==> src/hdl/gpp_defines.vh <==
// constants for the eight-pin port block
`ifndef GPP_DEFINES_VH
`define GPP_DEFINES_VH
`define GPP_ADDR_W          4
`define GPP_OFS_OUT_VALUE   4'h0
`define GPP_OFS_OUT_SET     4'h1
`define GPP_OFS_OUT_CLEAR   4'h2
`define GPP_OFS_OUT_INVERT  4'h3
`define GPP_OFS_PIN_STATE   4'h4
`define GPP_OFS_DRIVE_CFG   4'h5
`define GPP_OFS_IRQ_CONFIG  4'h6
`define GPP_OFS_IRQ_STATUS  4'h7
`define GPP_OFS_ROUTE_SEL   4'h8
`define GPP_OFS_SERIAL_CTRL 4'h9
`define GPP_EDGE_OFF        2'h0
`define GPP_EDGE_RISE       2'h1
`define GPP_EDGE_FALL       2'h2
`define GPP_EDGE_BOTH       2'h3
`define GPP_FILTER_PIN_SELECT_LSB     16
`define GPP_FLT_EDGE_LSB    20
`define GPP_STAT_FLT_BIT    8
`define GPP_STAT_LVL_LSB    16
`define GPP_STAT_FLT_LVL    24
`define GPP_ROUTE_AMUX_A    4'h6
`define GPP_ROUTE_AMUX_B    4'h7
`define GPP_ROUTE_FW_DSI    4'h1
`define GPP_ROUTE_DSI_DSI   4'h2
`define GPP_ROUTE_DSI_FW    4'h3
`define GPP_SER_OFF         2'h0
`define GPP_SER_UART        2'h1
`define GPP_SER_SPI_MASTER  2'h2
`define GPP_SER_SPI_SLAVE   2'h3
`define GPP_PIN_RX          3'h0
`define GPP_PIN_MISO        3'h1
`define GPP_PIN_MOSI        3'h2
`define GPP_PIN_SEL         3'h3
`define GPP_DRIVE_HIZ       3'h0
`define GPP_FLT_STABLE      2'h3
`endif

==> src/hdl/gpp_port.v <==
// eight-pin port: output data, pin state, edge interrupts, routing
`timescale 1ns/1ps
`include "gpp_defines.vh"
module gpp_port #(
    parameter [2:0] PORT_NUM = 3'h0
) (
    input  wire        clk_i,
    input  wire        rst_n_i,
    input  wire [3:0]  addr_i,
    input  wire [31:0] wdata_i,
    input  wire        wr_i,
    input  wire        rd_i,
    output reg  [31:0] rdata_o,
    input  wire [7:0]  pin_in_i,
    output reg  [7:0]  pin_out_o,
    output reg  [7:0]  pin_oe_o,
    input  wire [7:0]  ic_out_i,
    input  wire [7:0]  ic_oe_i,
    input  wire        mux_level_mode_i,
    output reg         port_irq_o,
    output reg  [4:0]  irq_line_o,
    output reg  [7:0]  amux_a_en_o,
    output reg  [7:0]  amux_b_en_o,
    output reg  [7:0]  in_buf_en_o
);
    // port has interconnect adapter
    localparam HAS_ADAPTER = (PORT_NUM < 3'h4);
    localparam IRQ_CAPABLE = (PORT_NUM != 3'h6);

    reg  [7:0]  out_value_q;
    reg  [23:0] drive_cfg_q;
    reg  [31:0] irq_config_q;
    reg  [31:0] route_sel_q;
    reg  [9:0]  serial_ctrl_q;
    reg  [7:0]  sync_q;
    reg  [7:0]  pin_lvl;
    wire [8:0]  flags;
    wire        flt_out;
    wire [8:0]  clr;
    reg  [2:0]  filter_pin_select;
    reg         any_q;
    reg  [7:0]  ser_kill;
    reg  [7:0]  out_d;
    reg  [7:0]  oe_d;
    reg  [3:0]  route;
    integer     i;
    integer     j;

    // sync only where the adapter exists
    always @(posedge clk_i or negedge rst_n_i)
    begin
        if (!rst_n_i)
            sync_q <= 8'h00;
        else
            sync_q <= pin_in_i;
    end

    always @*
    begin
        pin_lvl = HAS_ADAPTER ? sync_q : pin_in_i;
        filter_pin_select = irq_config_q[`GPP_FILTER_PIN_SELECT_LSB +: 3];
    end

    // write one to status clears flags
    assign clr = (wr_i && addr_i == `GPP_OFS_IRQ_STATUS) ? wdata_i[8:0] : 9'h000;

    genvar g;
    generate
        for (g = 0; g < 8; g = g + 1)
        begin : g_pin
            gpp_edge_det u_det (
                .clk_i      (clk_i),
                .rst_n_i    (rst_n_i),
                .level_i    (pin_lvl[g]),
                .edge_sel_i (IRQ_CAPABLE ? irq_config_q[2*g +: 2] : `GPP_EDGE_OFF),
                .clear_i    (clr[g]),
                .flag_o     (flags[g])
            );
        end
    endgenerate

    gpp_glitch_filter u_flt (
        .clk_i   (clk_i),
        .rst_n_i (rst_n_i),
        .in_i    (pin_lvl[filter_pin_select]),
        .out_o   (flt_out)
    );

    gpp_edge_det u_flt_det (
        .clk_i      (clk_i),
        .rst_n_i    (rst_n_i),
        .level_i    (flt_out),
        .edge_sel_i (IRQ_CAPABLE ? irq_config_q[`GPP_FLT_EDGE_LSB +: 2] : `GPP_EDGE_OFF),
        .clear_i    (clr[`GPP_STAT_FLT_BIT]),
        .flag_o     (flags[`GPP_STAT_FLT_BIT])
    );

    // register writes
    always @(posedge clk_i or negedge rst_n_i)
    begin
        if (!rst_n_i)
        begin
            out_value_q   <= 8'h00;
            drive_cfg_q   <= 24'h000000;
            irq_config_q  <= 32'h00000000;
            route_sel_q   <= 32'h00000000;
            serial_ctrl_q <= 10'h000;
        end
        else if (wr_i)
        begin
            case (addr_i)
                `GPP_OFS_OUT_VALUE:   out_value_q   <= wdata_i[7:0];
                `GPP_OFS_OUT_SET:     out_value_q   <= out_value_q | wdata_i[7:0];
                `GPP_OFS_OUT_CLEAR:   out_value_q   <= out_value_q & ~wdata_i[7:0];
                `GPP_OFS_OUT_INVERT:  out_value_q   <= out_value_q ^ wdata_i[7:0];
                `GPP_OFS_DRIVE_CFG:   drive_cfg_q   <= wdata_i[23:0];
                `GPP_OFS_IRQ_CONFIG:  irq_config_q  <= {3'h0, wdata_i[28:24], 2'h0, wdata_i[21:20], 1'b0,
                                                        wdata_i[18:0]};
                `GPP_OFS_ROUTE_SEL:   route_sel_q   <= wdata_i;
                `GPP_OFS_SERIAL_CTRL: serial_ctrl_q <= wdata_i[9:0];
                default: ;
            endcase
        end
    end

    // register reads, data in following cycle
    always @(posedge clk_i or negedge rst_n_i)
    begin
        if (!rst_n_i)
            rdata_o <= 32'h00000000;
        else if (rd_i)
        begin
            case (addr_i)
                `GPP_OFS_OUT_VALUE:   rdata_o <= {24'h000000, out_value_q};
                `GPP_OFS_PIN_STATE:   rdata_o <= {24'h000000, pin_lvl};
                `GPP_OFS_DRIVE_CFG:   rdata_o <= {8'h00, drive_cfg_q};
                `GPP_OFS_IRQ_CONFIG:  rdata_o <= irq_config_q;
                // flags and levels in one word
                `GPP_OFS_IRQ_STATUS:  rdata_o <= {7'h00, flt_out, pin_lvl, 7'h00, flags};
                `GPP_OFS_ROUTE_SEL:   rdata_o <= route_sel_q;
                `GPP_OFS_SERIAL_CTRL: rdata_o <= {22'h0, serial_ctrl_q};
                default:              rdata_o <= 32'h00000000;
            endcase
        end
        else
            rdata_o <= 32'h00000000;
    end

    // pin drive, serial override and analog routing
    always @*
    begin
        ser_kill = 8'h00;
        // serial block forces output buffer off
        case (serial_ctrl_q[1:0])
            `GPP_SER_UART:       ser_kill[serial_ctrl_q[4:2]] = 1'b1;
            `GPP_SER_SPI_MASTER: ser_kill[serial_ctrl_q[7:5]] = 1'b1;
            `GPP_SER_SPI_SLAVE:
            begin
                ser_kill[serial_ctrl_q[4:2]] = 1'b1;
                ser_kill[serial_ctrl_q[7:5]] = 1'b1;
            end
            default: ser_kill = 8'h00;
        endcase
        for (i = 0; i < 8; i = i + 1)
        begin
            route    = route_sel_q[4*i +: 4];
            out_d[i] = out_value_q[i];
            oe_d[i]  = drive_cfg_q[3*i +: 3] != `GPP_DRIVE_HIZ;
            if (HAS_ADAPTER)
            begin
                case (route)
                    `GPP_ROUTE_FW_DSI:  oe_d[i] = ic_oe_i[i];
                    `GPP_ROUTE_DSI_DSI:
                    begin
                        out_d[i] = ic_out_i[i];
                        oe_d[i]  = ic_oe_i[i];
                    end
                    `GPP_ROUTE_DSI_FW:  out_d[i] = ic_out_i[i];
                    default:            out_d[i] = out_value_q[i];
                endcase
            end
            if (ser_kill[i])
                oe_d[i] = 1'b0;
        end
    end

    always @(posedge clk_i or negedge rst_n_i)
    begin
        if (!rst_n_i)
        begin
            pin_out_o   <= 8'h00;
            pin_oe_o    <= 8'h00;
            amux_a_en_o <= 8'h00;
            amux_b_en_o <= 8'h00;
            in_buf_en_o <= 8'h00;
            any_q       <= 1'b0;
            port_irq_o  <= 1'b0;
            irq_line_o  <= 5'h00;
        end
        else
        begin
            pin_out_o <= out_d;
            pin_oe_o  <= oe_d;
            for (j = 0; j < 8; j = j + 1)
            begin
                // analog bus needs both interconnect signals on ports with the adapter
                amux_a_en_o[j] <= (route_sel_q[4*j +: 4] == `GPP_ROUTE_AMUX_A) &&
                                  (!HAS_ADAPTER || (ic_out_i[j] && ic_oe_i[j]));
                amux_b_en_o[j] <= (route_sel_q[4*j +: 4] == `GPP_ROUTE_AMUX_B) &&
                                  (!HAS_ADAPTER || (ic_out_i[j] && ic_oe_i[j]));
                in_buf_en_o[j] <= drive_cfg_q[3*j +: 3] != `GPP_DRIVE_HIZ;
            end
            any_q <= |flags;
            // level mode follows flags; rising mode pulses once
            port_irq_o <= mux_level_mode_i ? (|flags) : ((|flags) & ~any_q);
            // interconnect route picks any of 32 lines
            irq_line_o <= HAS_ADAPTER ? serial_ctrl_q[9:8] == 2'h0 ? {2'h0, PORT_NUM} : irq_config_q[28:24]
                                      : {2'h0, PORT_NUM};
        end
    end
endmodule // gpp_port

==> src/hdl/gpp_edge_det.v <==
// per-channel edge detector with sticky flag
`timescale 1ns/1ps
`include "gpp_defines.vh"
module gpp_edge_det (
    input  wire       clk_i,
    input  wire       rst_n_i,
    input  wire       level_i,
    input  wire [1:0] edge_sel_i,
    input  wire       clear_i,
    output reg        flag_o
);
    reg  level_q;
    wire rise;
    wire fall;
    reg  hit;

    assign rise = level_i & ~level_q;
    assign fall = ~level_i & level_q;

    always @*
    begin
        case (edge_sel_i)
            `GPP_EDGE_RISE: hit = rise;
            `GPP_EDGE_FALL: hit = fall;
            `GPP_EDGE_BOTH: hit = rise | fall;
            default:        hit = 1'b0;
        endcase
    end

    always @(posedge clk_i or negedge rst_n_i)
    begin
        if (!rst_n_i)
        begin
            level_q <= 1'b0;
            flag_o  <= 1'b0;
        end
        else
        begin
            level_q <= level_i;
            if (hit)
                flag_o <= 1'b1;
            else if (clear_i)
                flag_o <= 1'b0;
        end
    end
endmodule // gpp_edge_det

==> src/hdl/gpp_glitch_filter.v <==
// glitch filter: output follows input after stable run
`timescale 1ns/1ps
`include "gpp_defines.vh"
module gpp_glitch_filter #(
    parameter [1:0] STABLE_CYCLES = `GPP_FLT_STABLE
) (
    input  wire clk_i,
    input  wire rst_n_i,
    input  wire in_i,
    output reg  out_o
);
    reg [1:0] cnt_q;

    always @(posedge clk_i or negedge rst_n_i)
    begin
        if (!rst_n_i)
        begin
            cnt_q <= 2'h0;
            out_o <= 1'b0;
        end
        else if (in_i == out_o)
            cnt_q <= 2'h0;
        else if (cnt_q == STABLE_CYCLES - 2'h1)
        begin
            cnt_q <= 2'h0;
            out_o <= in_i;
        end
        else
            cnt_q <= cnt_q + 2'h1;
    end
endmodule // gpp_glitch_filter

==> config.mk <==
export PLATFORM = sky130hd
export DESIGN_NAME = gpp_port
export DESIGN_NICKNAME = d
export VERILOG_FILES = /design/src/hdl/gpp_port.v /design/src/hdl/gpp_edge_det.v /design/src/hdl/gpp_glitch_filter.v
export VERILOG_INCLUDE_DIRS = /design/src /design/src/hdl
export SDC_FILE = /design/constraint.sdc
export NUM_CORES = 1
export LEC_CHECK = 0
export BUFFER_PORTS_ARGS = -buffer_cell sky130_fd_sc_hd__buf_2
export CORE_MARGIN = 2
export CORE_UTILIZATION = 45
export CTS_CLUSTER_DIAMETER = 120
export CTS_CLUSTER_SIZE = 25
export DETAILED_ROUTE_END_ITERATION = 6
export PLACE_DENSITY = 0.75
export SYNTH_ARGS = -nofsm -noshare
export SYNTH_HDL_FRONTEND = slang
export SYNTH_SLANG_ARGS = --single-unit
==> constraint.sdc <==
create_clock -name clk_i -period 1.41 [get_ports clk_i]
set_input_delay 0.141 -clock clk_i [delete_from_list [all_inputs] [get_ports clk_i]]
set_output_delay 0.141 -clock clk_i [all_outputs]
set_load 0.05 [all_outputs]
==> results.cfg, run 1 <==
[worst_setup_path]
r2r_end = u_flt.cnt_q[0]$_DFF_PN0_
r2r_slack_ps = -60
cp_num_buf_inv = 0
cpPeakStageDelay_ps = 470
r2r_start = irq_config_q[16]$_DFFE_PN0P_
ff2ff_path_depth = 4
path_cells = mux2i_1, a22o_1, or3_4, a211oi_2
arrival_ps = 1870
critPathMaxFanout = 5
cp_top_family = flip-flops
cp-start-kind = flip-flop
crit_type = flip-flop to flip-flop
cp_slowest_cell = dfrtp_2
worstPathRequired_ps = 1810
cp-end-kind = flip-flop

[synthesis]
seq_area_frac_synth = 0.5371
async_flop_share = 1.000
synth_fp_nets = 905
synth_top_family_by_area = multiplexers
synth-main-ff-cell = dfrtp_1
synth_edf_count = 0
synthCells = 806
synth.top_cell.area_share = 0.5371
synth-compound-area-share = 0.08547
synth_xor_area_frac = 0.007230
ys_types = 59
synth_area_um2 = 9691
synth-simple-area-share = 0.1130
yosys_warnings = 0
synthAdderAreaFrac = 0.04390
synthMuxAreaShare = 0.1708
synth_top_area_cell = dfrtp_1
yosys-top-cells-area = dfrtp_1, mux2_2, ha_1, mux2i_1, mux2_4
syn_area_per_cell_um2 = 12.02
ys_ff_latch = 208

[finish]
nets = 1226
layout_commonest_cell = dfrtp_1
layout.cells.most_common_list = dfrtp_1, buf_2, buf_4
syn2layout_area_growth_pct = 33.71
stdcell_count = 1402
antenna_cells = 0
drive_gt1_frac = 0.4126
final_util = 0.6145

[floorplan]
rows = 53
die_h_um = 150.7
fp.coreArea_um2 = 21090
die_w_um = 150.7
io_pins = 143
initial_core_util = 0.4595
die-area_um2 = 22720

[power_and_ir_drop]
switching_share = 0.3463
power_leakage_nw = 6.226
p_seq_frac = 0.458
powerDensity_nw_per_um2 = 1336
power_frac_comb = 0.330
ir_drop_mv = 1.078
p_int_mw = 11.32
pwr-share-clk = 0.213
power_switching_mw = 5.998

[hold_path]
hp-class = input port to flip-flop
timing.hold.worst_path_depth = 3
hold-path-endpoint = route_sel_q[4]$_DFFE_PN0P_
min_from = wdata_i[4]

[routing]
antenna_left = 0
first_iter_violations = 525
wirelength_um = 28030
drc = 0
vias = 7590
dr.pass1.iters = 4
wl_per_cell_um = 19.99
viasPerCell = 5.414

[clock_tree]
cts_tree = built
clk_pin_slew_ps = 100
cts_sinks = 208
cts_made_buffers = 12
clockRootBuffer = clkbuf_16
clk_latency_ps = 480
cts_buffer_depth = 3
h-tree-depth = 1

[sta]
finalHoldViolations = 0
slew_headroom = 0.6816
finalSetupViolCount = 5
post-route-min-period_ps = 1471
fmax_ghz = 0.6800
min_period_over_period = 1.043
rsz0062_at_grt = yes
finClkSkew_ps = 20.06
finalWorstSetupSlack_ps = -60.60
drv_slew = 0
worstMarginPinSlew_ps = 477.5

[outcome]
outcome = finished with violations
violations = negative setup slack

[grt]
grt_overflow = 0
grt_max_degree = 52
antenna_found_initial = 0
grt_use_total = 0.2458
grt_pass1_wl_um = 42350
grt_pass1_vias = 7766

[placement]
globalplace.congestion = 0.8979
io_buffers = 142
dpl.cell_count = 1322
dpl.hpwl_um = 20280

[run]
cap_viol_max_count = 0
-- routing by layer --
layer | track usage | part of all wire
met1 | 0.3146 | 0.42
met2 | 0.4268 | 0.50
met3 | 0.03061 | 0.050
met4 | 0.09346 | 0.036
met5 | 0 | 0
-- registers in the layout, indices dropped and copies added, names as in the netlist, 2 cells and up --
register             cells
out_value_q              8
g_pin.u_det.level_q      8
pin_oe_o                 8
amux_b_en_o              8
pin_out_o                8
serial_ctrl_q           10
pin_lvl                  8
drive_cfg_q             24
route_sel_q             32
in_buf_en_o              8
rdata_o                 32
amux_a_en_o              8
irq_config_q            26
g_pin.u_det.flag_o       8
u_flt.cnt_q              2
irq_line_o               5
-- worst register-to-register path, cell delays in order (launching register included) --
cell and delay, ps:
dfrtp_2 470, mux2i_1 130, a22o_1 240, or3_4 380, a211oi_2 180
-- synth_stat cells (7+ instances only) --
library cell	count
dfrtp_1	208
mux2_2	69
inv_1	61
nand2_1	56
nor2_1	46
ha_1	34
mux2i_1	33
nor2b_1	30
buf_2	23
o21ai_0	23
a22oi_1	20
mux2_4	20
a21oi_1	18
nand3_1	12
nor3_1	11
a221o_1	10
or2_2	10
or3_1	9
and3_1	8
mux4_2	8
nand4_1	8
xnor2_1	8
a22o_1	7
o22a_1	7
-- worst max-delay path by stage --
stage                               endpoint  cells after the start                    startpoint  slack (ps)
floorplan           u_flt.cnt_q[0]$_DFF_PN0_                      5  irq_config_q[16]$_DFFE_PN0P_         -50
global placement        rdata_o[4]$_DFF_PN0_                      7                     addr_i[2]        -240
detailed placement      rdata_o[4]$_DFF_PN0_                      7                     addr_i[2]        -270
CTS                 u_flt.cnt_q[0]$_DFF_PN0_                      4  irq_config_q[16]$_DFFE_PN0P_         -30
global route        u_flt.cnt_q[0]$_DFF_PN0_                      4  irq_config_q[16]$_DFFE_PN0P_        -100
finish              u_flt.cnt_q[0]$_DFF_PN0_                      4  irq_config_q[16]$_DFFE_PN0P_         -60
-- power by group through the flow --
stage	Clock [mW]	Combinational (mW)	Sequential, mW
2_1_floorplan	0	2.05	8.86
3_3_place_gp	0	5.01	7.92
3_5_place_dp	0	5.15	7.97
4_1_cts	3.74	5.42	7.86
5_1_grt	3.93	6.09	8.05
6_report	3.69	5.71	7.92
-- per-stage QoR --
stage	hold WS [ps]	area (um^2)	setup WS, ps	TNS (ps)	power, mW
global route	56.83	12960	-98.49	-559.3	18.07
CTS	8.844	12680	-27.62	-27.62	17.03
detailed placement	151.0	11700	-268.8	-9647	13.12
floorplan	-154.6	9703	-50.79	-50.79	10.90
finish	27.48	12960	-60.60	-88.04	17.32
global placement	142.2	11700	-237.9	-8040	12.94
-- logic make-up (layout without fill, tap and decap cells) --
family | after synthesis | in the layout
and+or+nand+nor | 211 | 211
DFF | 208 | 208
muxes | 136 | 136
AOI/OAI and AO/OA | 115 | 115
buffers and inverters | 94 | 415
adders and majority gates | 34 | 34
xor gates and xnor gates | 8 | 8
-- final cells by class --
type / count / area, um^2
fillers: 1665 / 8130
flip-flops and latches: 208 / 5210
multi-input cells: 504 / 4323
repair buffers: 340 / 2506
well taps: 275 / 344.1
clock buffers: 13 / 325.3
inverters: 61 / 229.0
clock inverters: 1 / 20.02
-- what timing repair did --
action,4_1_cts,5_1_grt
pin swaps,8,11
setup buffers,8,6
endpoints found under the setup margin,15,26
hold buffers,52,0
endpoints found under the hold margin,139,0
resized for setup,19,51
No activity file was read; power rests on OpenSTA's default activity.
==> run 2, diff against run 1 <==
Settings changed: REMOVE_ABC_BUFFERS from default to 1.
==> results.cfg, run 2 (same netlist as run 1, synthesis figures left out) <==
[floorplan]
initial_core_util = 0.4595
io_pins = 143
fp.coreArea_um2 = 21090
rows = 53
die-area_um2 = 22720
die_h_um = 150.7
die_w_um = 150.7

[worst_setup_path]
arrival_ps = 1800
r2r_start = irq_config_q[16]$_DFFE_PN0P_
r2r_end = u_flt.cnt_q[0]$_DFF_PN0_
r2r_slack_ps = 7
crit_type = flip-flop to flip-flop
critPathMaxFanout = 5
cp-start-kind = flip-flop
cp-end-kind = flip-flop
ff2ff_path_depth = 4
worstPathRequired_ps = 1810

[clock_tree]
h-tree-depth = 1
clk_pin_slew_ps = 90
cts_made_buffers = 12
cts_tree = built
cts_sinks = 208
cts_buffer_depth = 3
clockRootBuffer = clkbuf_16
clk_latency_ps = 480

[sta]
finalSetupViolCount = 0
finalHoldViolations = 0
min_period_over_period = 0.9953
post-route-min-period_ps = 1403
fmax_ghz = 0.7126
slew_headroom = 0.6231
drv_slew = 0
worstMarginPinSlew_ps = 560.1
rsz0062_at_grt = yes
finClkSkew_ps = 24.47

[grt]
use_met1 = 0.3264
grt_pass1_wl_um = 42210
antenna_found_initial = 0
busiest_layer = met2
grt_pass1_vias = 7665
grt_overflow = 0
grt.met3_usage = 0.03030
grt_max_degree = 43
grt_use_total = 0.2417
met2_usage = 0.4045

[outcome]
outcome = complete, no violations

[power_and_ir_drop]
power_switching_mw = 5.846
p_seq_frac = 0.467
pwr-share-clk = 0.213
power_frac_comb = 0.321
ir_drop_mv = 0.7318
powerDensity_nw_per_um2 = 1323
p_int_mw = 11.26
switching_share = 0.3417
power_leakage_nw = 6.232

[finish]
antenna_cells = 0
layout.cells.most_common_list = dfrtp_1, buf_2, buf_4
layout_commonest_cell = dfrtp_1
drive_gt1_frac = 0.4011
syn2layout_area_growth_pct = 33.45
final_util = 0.6133
nets = 1226
top_regs = rdata_o (32), route_sel_q (32), irq_config_q (26)
post-route-cell-area_um2 = 12930

[routing]
vias = 7550
wirelength_um = 27450
antenna_left = 0
dr.pass1.iters = 7
viasPerCell = 5.385
wl_per_cell_um = 19.58
drc = 0
first_iter_violations = 437

[hold_path]
min_from = rd_i
timing.hold.worst_path_depth = 3
hp-class = input port to flip-flop
hold-path-endpoint = rdata_o[27]$_DFF_PN0_

[placement]
dpl.hpwl_um = 19930
place_area_um2 = 11640
globalplace.congestion = 0.9299
io_buffers = 142

[run]
cap_viol_max_count = 0
-- run 2: cell types whose count changed in the layout (fill, tap and decap cells not counted), moves of 3 or more --
cell	before	now
buf_4	124	118
o21ai_1	7	12
ha_1	19	23
o21ai_0	15	11
buf_12	10	13
buf_6	12	15
-- run 2: critical path: stages, from the launching register on --
cell and delay, ps:
dfrtp_2 470, mux2i_1 140, a22o_1 220, or3_1 320, a211oi_2 180
-- run 2: cell type report --
class,count,area (um^2)
multi-input cells,504,4250
inverters,61,229.0
flip-flops and latches,208,5209
well taps,275,344.1
repair buffers,340,2555
fillers,1652,8155
clock buffers,13,325.3
clock inverters,1,20.02
-- run 2: how the worst max path moves through the flow --
stage / startpoint / endpoint / slack [ps] / cells past startpoint
after floorplan: addr_i[3] / rdata_o[27]$_DFF_PN0_ / -280 / 4
after global placement: addr_i[1] / rdata_o[4]$_DFF_PN0_ / -260 / 6
after detailed placement: addr_i[2] / rdata_o[4]$_DFF_PN0_ / -260 / 6
after CTS: out_value_q[0]$_DFFE_PN0P_ / out_value_q[0]$_DFFE_PN0P_ / 2 / 5
after global routing: out_value_q[6]$_DFFE_PN0P_ / out_value_q[6]$_DFFE_PN0P_ / -50 / 5
final: irq_config_q[16]$_DFFE_PN0P_ / u_flt.cnt_q[0]$_DFF_PN0_ / 7 / 4
-- run 2: power by group through the flow --
stage                     clock [mW]  combinational, mW  sequential, mW
after global placement             0               4.79            8.01
after floorplan                    0               1.96            8.86
after global routing            3.93               5.90            8.12
final                           3.64               5.49            7.99
after CTS                       3.73               5.23            7.94
after detailed placement           0               4.90            8.05
-- run 2: per-layer routing --
layer | vias to the layer above | wire length, um
met2 | 246 | 13260
li1 | 3465 | -
met1 | 3785 | 11830
met5 | - | 0
met3 | 54 | 1431
met4 | 0 | 929
-- run 2: metrics by stage --
stage                     worst slack [ps]  setup TNS, ps  std cells  total power [mW]  hold slack [ps]
after floorplan                     -283.5         -18710        773             10.82           -154.6
after global placement              -264.8         -14570       1310             12.80            101.9
after detailed placement            -256.9         -16640       1310             12.96            100.6
after CTS                            2.492              0       1390             16.89            2.716
after global routing                -53.75         -296.6       1402             17.95            10.52
final                                6.614              0       1402             17.11            21.71
-- run 2: what timing repair did --
| action | in CTS | in global routing |
|---|---|---|
| pin swaps | 9 | 8 |
| gates cloned | 0 | 0 |
| endpoints found under the setup margin | 15 | 26 |
| gates resized for setup | 17 | 47 |
| hold buffers | 52 | 0 |
| buffers inserted | 15 | 12 |
| hold endpoints to repair | 303 | 0 |
